$ cat config.mk
export PLATFORM = sky130hd
export DESIGN_NAME = isc_top
export DESIGN_NICKNAME = d
export VERILOG_FILES = /design/src/inc/isc_pkg.sv /design/src/design/isc_top.sv /design/src/design/isc_sense_detect.sv
export SDC_FILE = /design/constraint.sdc
export NUM_CORES = 1
export LEC_CHECK = 0
export ABC_AREA = 1
export BUFFER_PORTS_ARGS = -buffer_cell sky130_fd_sc_hd__clkbuf_2
export CORE_ASPECT_RATIO = 0.7
export CORE_UTILIZATION = 49
export CTS_BUF_LIST = sky130_fd_sc_hd__clkbuf_16
export DETAILED_ROUTE_END_ITERATION = 6
export GPL_ROUTABILITY_DRIVEN = 0
export PLACE_DENSITY = 0.84
export SLEW_MARGIN = 20
export SYNTH_ARGS = -nofsm -noshare
export SYNTH_HDL_FRONTEND = slang
export SYNTH_SLANG_ARGS = --single-unit
export TNS_END_PERCENT = 50
$ cat constraint.sdc
create_clock -name CLK_I -period 2.2 [get_ports CLK_I]
set_clock_uncertainty 0.15 [all_clocks]
set_input_delay 0.22 -clock CLK_I [delete_from_list [all_inputs] [get_ports CLK_I]]
set_output_delay 0.22 -clock CLK_I [all_outputs]
set_load 0.1 [all_outputs]
$ cat src/inc/isc_pkg.sv
// Shared constants and types for the two-source interrupt configuration block.
// Assumes a single 125 MHz clock domain and a simple strobe-based register port.
package isc_pkg;

  // ==========================================================================
  // Geometry
  // ==========================================================================
  localparam int NUM_SRC = 2;
  localparam int ADDR_W = 8;
  localparam int DATA_W = 32;
  localparam int LEVEL_W = 3;
  localparam int SENSE_W = 2;
  localparam int NUM_DMA_CH = 8;
  localparam int SYNC_STAGES = 2;

  // ==========================================================================
  // Register offsets (byte addresses)
  // ==========================================================================
  localparam logic [ADDR_W-1:0] OFS_CFG = 8'h00;
  localparam logic [ADDR_W-1:0] OFS_STATUS = 8'h04;
  localparam logic [ADDR_W-1:0] OFS_MASK = 8'h08;
  localparam logic [ADDR_W-1:0] OFS_STATE = 8'h0c;

  // ==========================================================================
  // Configuration field layout: one byte per source, source 48 in byte 0
  // ==========================================================================
  localparam int CFG_BYTE_W = 8;
  localparam int CFG_LEVEL_LSB = 0;
  localparam int CFG_DMA_BIT = 3;
  localparam int CFG_SENSE_LSB = 4;
  localparam logic [15:0] CFG_RST = 16'h0000;

  // ==========================================================================
  // Status and mask layout
  // ==========================================================================
  localparam int ST_DET_LSB = 0;
  localparam int ST_BAD_LSB = 2;
  localparam int ST_W = 4;
  localparam logic [ST_W-1:0] STATUS_RST = 4'h0;
  localparam logic [ST_W-1:0] MASK_RST = 4'h0;

  // ==========================================================================
  // State register layout
  // ==========================================================================
  localparam int STATE_PIN_LSB = 0;
  localparam int STATE_REQ_LSB = 2;
  localparam int STATE_OK_LSB = 4;

  // ==========================================================================
  // Encodings
  // ==========================================================================
  localparam logic [SENSE_W-1:0] SENSE_OFF = 2'h0;
  localparam logic [SENSE_W-1:0] SENSE_HIGH_LEVEL = 2'h1;
  localparam logic [SENSE_W-1:0] SENSE_RISING = 2'h3;
  localparam logic [LEVEL_W-1:0] LEVEL_DISABLED = 3'h0;

  // Per-source configuration as software programs it
  typedef struct packed {
    logic [SENSE_W-1:0] sense;
    logic dma_en;
    logic [LEVEL_W-1:0] level;
  } src_cfg_t;

  // Request presented to the processor core
  typedef struct packed {
    logic req;
    logic [LEVEL_W-1:0] level;
  } core_req_t;

endpackage : isc_pkg

$ cat src/design/isc_top.sv
// Configuration and routing for interrupt sources 48 and 49.
// Assumes one 125 MHz clock, async active-high reset, and a strobe register port
// whose read data is expected one cycle after the read strobe.
//
// Operation
// - Source 49 sense: 01 detects high level, 11 rising edge; 00, 10 prohibited.
// - Source 48 sense supports only rising edge 11; other codes prohibited.
// - Source 49 DMA-trigger bit set routes its interrupt as DMA trigger.
// - Source 48 DMA-trigger bit set routes its interrupt as DMA trigger.
// - Trigger bit clear: three-bit field is priority, 000 disables, 1-7 levels.
// - Trigger bit set: three-bit field selects DMA channel zero to seven.
// - All sense, trigger and level fields reset to zero.
//
// Decided for this implementation: the plain strobed port and the register addresses.
`timescale 1ns/1ps
`default_nettype none

module isc_top #(
  parameter int LEVEL_BITS = isc_pkg::LEVEL_W,
  parameter int DMA_CHANNELS = isc_pkg::NUM_DMA_CH
) (
  // Clock and reset
  input wire logic CLK_I,
  input wire logic SYS_RST_I,
  // Register port
  input wire logic [isc_pkg::ADDR_W-1:0] ADDR_I,
  input wire logic [isc_pkg::DATA_W-1:0] WDATA_I,
  input wire logic WE_I,
  input wire logic RE_I,
  output logic [isc_pkg::DATA_W-1:0] RDATA_O,
  // Interrupt source pins, source 48 in bit 0
  input wire logic [isc_pkg::NUM_SRC-1:0] SRC_PIN_I,
  // Requests to the processor core
  output isc_pkg::core_req_t CORE_REQ48_O,
  output isc_pkg::core_req_t CORE_REQ49_O,
  // Triggers to the DMA controller, one bit per channel
  output logic [isc_pkg::NUM_DMA_CH-1:0] DMA_TRIG_O,
  // Block interrupt
  output logic IRQ_O
);
  import isc_pkg::*;

  // ==========================================================================
  // Elaboration checks
  // ==========================================================================
  generate
    if (LEVEL_BITS != LEVEL_W) begin : g_bad_level
      $error("level field width must be three bits");
    end
    if (DMA_CHANNELS != (1 << LEVEL_W)) begin : g_bad_dma
      $error("DMA channel count must match the three-bit channel field");
    end
  endgenerate

  // ==========================================================================
  // Declarations
  // ==========================================================================
  src_cfg_t cfg [NUM_SRC];
  logic [ST_W-1:0] status;
  logic [ST_W-1:0] mask;
  logic [NUM_SRC-1:0] pin_sync;
  logic [NUM_SRC-1:0] sense_ok;
  logic [NUM_SRC-1:0] detect;
  logic [NUM_SRC-1:0] core_hit;
  logic [NUM_SRC-1:0] bad_write;
  logic [NUM_DMA_CH-1:0] next_dma_trig;
  logic [DATA_W-1:0] next_rdata;
  logic [ST_W-1:0] events;
  logic [ST_W-1:0] next_status;
  logic [15:0] cfg_word;
  logic wr_cfg;
  logic wr_status;
  logic wr_mask;

  // ==========================================================================
  // Register port decode
  // ==========================================================================
  // Write strobes per register; writes to other offsets are dropped
  assign wr_cfg = WE_I && (ADDR_I == OFS_CFG);
  assign wr_status = WE_I && (ADDR_I == OFS_STATUS);
  assign wr_mask = WE_I && (ADDR_I == OFS_MASK);

  // ==========================================================================
  // Per-source configuration, detection and routing
  // ==========================================================================
  generate
    for (genvar s = 0; s < NUM_SRC; s++) begin : g_src
      localparam int LSB = s * CFG_BYTE_W;
      // Only source 49 may sense a high level
      localparam bit LEVEL_OK = (s == 1);
      src_cfg_t wcfg;

      // Field image of the byte being written for this source
      assign wcfg.sense = WDATA_I[LSB+CFG_SENSE_LSB +: SENSE_W];
      assign wcfg.dma_en = WDATA_I[LSB+CFG_DMA_BIT];
      assign wcfg.level = WDATA_I[LSB+CFG_LEVEL_LSB +: LEVEL_W];

      // Configuration fields clear on reset, software loads them
      always_ff @(posedge CLK_I or posedge SYS_RST_I) begin
        if (SYS_RST_I) begin
          cfg[s] <= src_cfg_t'(CFG_RST[LSB +: 6]);
        end else if (wr_cfg) begin
          cfg[s] <= wcfg;
        end
      end

      // A write of a prohibited nonzero sense code is flagged
      always_comb begin
        bad_write[s] = 1'b0;
        if (wr_cfg && (wcfg.sense != SENSE_OFF)) begin
          if (wcfg.sense == SENSE_RISING) begin
            bad_write[s] = 1'b0;
          end else if (LEVEL_OK && (wcfg.sense == SENSE_HIGH_LEVEL)) begin
            bad_write[s] = 1'b0;
          end else begin
            bad_write[s] = 1'b1;
          end
        end
      end

      // Synchronise the pin and apply the programmed active condition
      isc_sense_detect #(
        .ALLOW_LEVEL(LEVEL_OK)
      ) u_detect (
        .clk_i(CLK_I),
        .rst_i(SYS_RST_I),
        .pin_i(SRC_PIN_I[s]),
        .sense_i(cfg[s].sense),
        .pin_sync_o(pin_sync[s]),
        .sense_ok_o(sense_ok[s]),
        .detect_o(detect[s])
      );

      // Core path needs trigger off and a nonzero priority
      assign core_hit[s] = detect[s] && !cfg[s].dma_en && (cfg[s].level != LEVEL_DISABLED);
    end
  endgenerate

  // ==========================================================================
  // Core requests
  // ==========================================================================
  // Source 48 request with its priority level
  always_ff @(posedge CLK_I or posedge SYS_RST_I) begin
    if (SYS_RST_I) begin
      CORE_REQ48_O <= '0;
    end else begin
      CORE_REQ48_O.req <= core_hit[0];
      CORE_REQ48_O.level <= core_hit[0] ? cfg[0].level : LEVEL_DISABLED;
    end
  end

  // Source 49 request with its priority level
  always_ff @(posedge CLK_I or posedge SYS_RST_I) begin
    if (SYS_RST_I) begin
      CORE_REQ49_O <= '0;
    end else begin
      CORE_REQ49_O.req <= core_hit[1];
      CORE_REQ49_O.level <= core_hit[1] ? cfg[1].level : LEVEL_DISABLED;
    end
  end

  // ==========================================================================
  // DMA triggers
  // ==========================================================================
  // Each source with its trigger bit set strikes the channel its field names
  always_comb begin
    next_dma_trig = '0;
    if (detect[0] && cfg[0].dma_en) begin
      next_dma_trig[cfg[0].level] = 1'b1;
    end
    if (detect[1] && cfg[1].dma_en) begin
      next_dma_trig[cfg[1].level] = 1'b1;
    end
  end

  // Registered trigger vector; a cleared trigger bit never reaches it
  always_ff @(posedge CLK_I or posedge SYS_RST_I) begin
    if (SYS_RST_I) begin
      DMA_TRIG_O <= '0;
    end else begin
      DMA_TRIG_O <= next_dma_trig;
    end
  end

  // ==========================================================================
  // Event status, mask and block interrupt
  // ==========================================================================
  // Detections and prohibited-code writes are the block's events
  assign events = {bad_write, detect};

  // New events win over a write-one clear in the same cycle
  always_comb begin
    next_status = status;
    if (wr_status) begin
      next_status = status & ~WDATA_I[ST_W-1:0];
    end
    next_status = next_status | events;
  end

  // Sticky status bits
  always_ff @(posedge CLK_I or posedge SYS_RST_I) begin
    if (SYS_RST_I) begin
      status <= STATUS_RST;
    end else begin
      status <= next_status;
    end
  end

  // Mask register, one enable per status bit
  always_ff @(posedge CLK_I or posedge SYS_RST_I) begin
    if (SYS_RST_I) begin
      mask <= MASK_RST;
    end else if (wr_mask) begin
      mask <= WDATA_I[ST_W-1:0];
    end
  end

  // Level interrupt while any unmasked status bit stands
  always_ff @(posedge CLK_I or posedge SYS_RST_I) begin
    if (SYS_RST_I) begin
      IRQ_O <= 1'b0;
    end else begin
      IRQ_O <= |(next_status & mask);
    end
  end

  // ==========================================================================
  // Read-back
  // ==========================================================================
  // Both configuration bytes in their documented bit places
  always_comb begin
    cfg_word = '0;
    for (int s = 0; s < NUM_SRC; s++) begin
      cfg_word[s*CFG_BYTE_W+CFG_SENSE_LSB +: SENSE_W] = cfg[s].sense;
      cfg_word[s*CFG_BYTE_W+CFG_DMA_BIT] = cfg[s].dma_en;
      cfg_word[s*CFG_BYTE_W+CFG_LEVEL_LSB +: LEVEL_W] = cfg[s].level;
    end
  end

  // Read mux; unmapped offsets read as zero
  always_comb begin
    next_rdata = '0;
    case (ADDR_I)
      OFS_CFG: begin
        next_rdata[15:0] = cfg_word;
      end
      OFS_STATUS: begin
        next_rdata[ST_W-1:0] = status;
      end
      OFS_MASK: begin
        next_rdata[ST_W-1:0] = mask;
      end
      OFS_STATE: begin
        next_rdata[STATE_PIN_LSB +: NUM_SRC] = pin_sync;
        next_rdata[STATE_REQ_LSB +: NUM_SRC] = core_hit;
        next_rdata[STATE_OK_LSB +: NUM_SRC] = sense_ok;
      end
      default: begin
        next_rdata = '0;
      end
    endcase
  end

  // Read data stand for exactly the cycle after the strobe
  always_ff @(posedge CLK_I or posedge SYS_RST_I) begin
    if (SYS_RST_I) begin
      RDATA_O <= '0;
    end else if (RE_I) begin
      RDATA_O <= next_rdata;
    end else begin
      RDATA_O <= '0;
    end
  end

endmodule : isc_top

`default_nettype wire

$ cat src/design/isc_sense_detect.sv
// Per-source input synchroniser and active-condition detector.
// Assumes the pin is asynchronous to clk_i; sense code comes from the same clock.
`timescale 1ns/1ps
`default_nettype none

module isc_sense_detect #(
  parameter bit ALLOW_LEVEL = 1'b1
) (
  // Clock and reset
  input wire logic clk_i,
  input wire logic rst_i,
  // Pin and configuration
  input wire logic pin_i,
  input wire logic [isc_pkg::SENSE_W-1:0] sense_i,
  // Results
  output logic pin_sync_o,
  output logic sense_ok_o,
  output logic detect_o
);
  import isc_pkg::*;

  logic [SYNC_STAGES-1:0] sync;
  logic pin_prev;

  // ==========================================================================
  // Two-flop synchroniser, then a history flop for edge detection
  // ==========================================================================
  always_ff @(posedge clk_i or posedge rst_i) begin
    if (rst_i) begin
      sync <= '0;
      pin_prev <= 1'b0;
    end else begin
      sync <= {sync[SYNC_STAGES-2:0], pin_i};
      pin_prev <= sync[SYNC_STAGES-1];
    end
  end

  assign pin_sync_o = sync[SYNC_STAGES-1];

  // Prohibited codes detect nothing
  always_comb begin
    sense_ok_o = 1'b0;
    detect_o = 1'b0;
    case (sense_i)
      SENSE_HIGH_LEVEL: begin
        sense_ok_o = ALLOW_LEVEL;
        detect_o = ALLOW_LEVEL & sync[SYNC_STAGES-1];
      end
      SENSE_RISING: begin
        sense_ok_o = 1'b1;
        detect_o = sync[SYNC_STAGES-1] & ~pin_prev;
      end
      default: begin
        sense_ok_o = 1'b0;
        detect_o = 1'b0;
      end
    endcase
  end

endmodule : isc_sense_detect

`default_nettype wire

==> flow_summary.ini <==
[status]
status = finished, final reports clean

[power]
finalPower_mw = 2.164
powerDensity_nw_per_um2 = 723.3
p_leak_nw = 1.636
ir_drop_mv = 0.5363

[sta]
slew_headroom_pct = 59.23
tightest_slew_ns = 0.6106
period_share_pct = 70.92
whs_ns = 0.009279
hold_viol = 0
rsz0062_at_grt = no
finalCriticalPeriod_ns = 1.560
clock.fmax_ghz = 0.6409
tns_ns = 0
slew_viol_final = 0
setup_viol = 0

[cts]
ctsRootBufferMaster = clkbuf_16
htreeDepth = 2
cts.path.max_buffers = 2
cts_sinks = 55
post_cts_buffers = 0
clkLatencyLatePin_ns = 0.29
cts_tree = built
cts_inserted_buffers = 5
clk_pin_slew_ns = 0.07

[yosys]
synthCells = 266
yosysWarnings = 0
synth.top_cell.area_share_pct = 54.29
yosysMostFrequentCell = dfrtp_1
synth_commonest_cells = dfrtp_1, nand2_1, inv_1
synth-async-reset-ratio_pct = 100.0
synth_ff_type = dfrtp_1
avgSynthCellArea_um2 = 9.530
netlist-cell-type-count = 29
ys_ff_latch = 55
yosys.area.top_type = dfrtp_1
synth_edf_count = 0
netlist_top_cells_area = dfrtp_1, nand2_1, buf_4, inv_1, nor2_1
seq_area_frac_synth_pct = 54.29
syn_area_um2 = 2535

[layout]
syn_to_final_growth_pct = 18.02
layout.nets = 375
final_area_um2 = 2992
drive_gt1_share_pct = 30.00
final_util_pct = 61.21
diodes = 0

[setup_path]
startpoint = cfg[4]
crit_family = simple AND/OR/NAND/NOR gates
critPathKind = flop to flop
arrival_ns = 1.63
cp_max_fo = 4
r2r-start = cfg[4]
timing.critical_path.buf_inv = 0
reg2reg_depth = 6
crit_chain = nand3_1 > nor3_2 > nand2_1 > nand2_1 > nor2_1 > nor2_1
endpoint_kind = flop
critical_path.max_stage_delay_ns = 0.40
required_ns = 2.27
cp.depth = 6
crit_slowest_cell = dfrtp_1
cp-start-kind = flop

[run]
maxCapViolCount = 0

[die]
die_area_um2 = 5469
die_width_um = 87.97
rows = 21
core_area_um2 = 4887
die_h_um = 62.18
initial_core_util_pct = 51.87
ios = 95

[placement]
dpl.hpwl_mm = 3.765
placed_area_um2 = 2814
io_buffers = 54

[grt]
overflow = 0
antenna_found_initial = 0
grt_max_degree = 31
grt_pass1_vias = 1808
grt_pass1_wl_mm = 8.107
grt_use_total_pct = 19.44

[route]
detail-route-antenna-nets = 0
wirelength_mm = 4.905
drtIter0Drc = 112
first_pass_iters = 5
drc = 0
post_drt_wl_per_cell_um = 12.29
via_per_inst = 4.777
vias = 1906

[hold_path]
worst_hold_startpoint = WDATA_I[10]
min-delay-path-class = input pin to flop
hold_depth = 3
-- layer usage --
metal / vias up / share of wire, % / track usage, %
met3: 9 / 7.4 / 4.521
met5: - / 0 / 0
li1: 928 / - / -
met4: 0 / 1.4 / 5.533
met2: 92 / 46 / 31.01
met1: 877 / 45 / 26.50
-- per-stage QoR --
stage | setup slack (ns) | cells
floorplan | 0.4871 | 285
global placement | 0.6845 | 388
detailed placement | 0.6360 | 388
CTS | 0.6438 | 399
global route | 0.5580 | 399
finish | 0.6397 | 399
-- cell type report --
class | count | area [um2]
clock buffer | 5 | 125.1
sequential | 55 | 1376
multi-input combinational | 172 | 927.1
fill | 429 | 1896
inverter | 35 | 131.4
timing repair buffer | 60 | 322.8
clock inverter | 3 | 22.52
tap | 69 | 86.33
-- worst paths after layout --
path / to / slack (ns)
max: RDATA_O[3] / 0.64
min: cfg[2] / 0.009
max reg2reg: RDATA_O[3] / 0.64
min reg2reg: g_src[1].u_detect.sync[1] / 0.20
max in group asynchronous: RDATA_O[0] / 0.88
min in group asynchronous: RDATA_O[12] / 0.39
-- sequential cells by signal, summed over array words and instances, names as in the netlist --
| name | flops |
|---|---|
| mask | 4 |
| g_src.u_detect.pin_prev | 2 |
| RDATA_O | 12 |
| status | 4 |
| g_src.u_detect.sync | 4 |
| IRQ_O | 1 |
| CORE_REQ48_O | 4 |
| cfg | 12 |
| CORE_REQ49_O | 4 |
| DMA_TRIG_O | 8 |
-- repair_timing --
action                                 CTS  global route
endpoints found under the hold margin   30             0
hold buffers                             3             0
resized for setup                        0             0
-- cells in the final DEF, fill, tap and decap left out, types with 2 or more instances in the layout --
master,instances
clkbuf_16,5
buf_4,3
dfrtp_1,55
clkbuf_2,54
nor2_4,4
a22o_1,3
inv_1,26
nand3_2,6
nand3_1,9
nor2_1,26
inv_6,2
inv_2,8
nor2_8,2
nand2_2,7
dlygate4sd3_1,3
nor3_1,2
o21ai_1,17
nand2_1,54
conb_1,20
o22ai_1,6
nor4_4,2
nand4_1,6
-- worst register-to-register path, delay by kind of cell (launching register included) --
family / cells / cell delay (ns)
DFF: 1 / 0.40
and+or+nand+nor: 6 / 0.93
-- cell families after synthesis --
logic type	synth area share, %
simple gates	27.54
buf+inv	11.94
flops	54.29
compound gates	6.071
other cells	0.1479
-- power by group --
part / internal (mW) / switching, mW
Clock: 0.428 / 0.347
Combinational: 0.0520 / 0.268
Sequential: 1.04 / 0.0276
(Power assumes the default switching activity.)
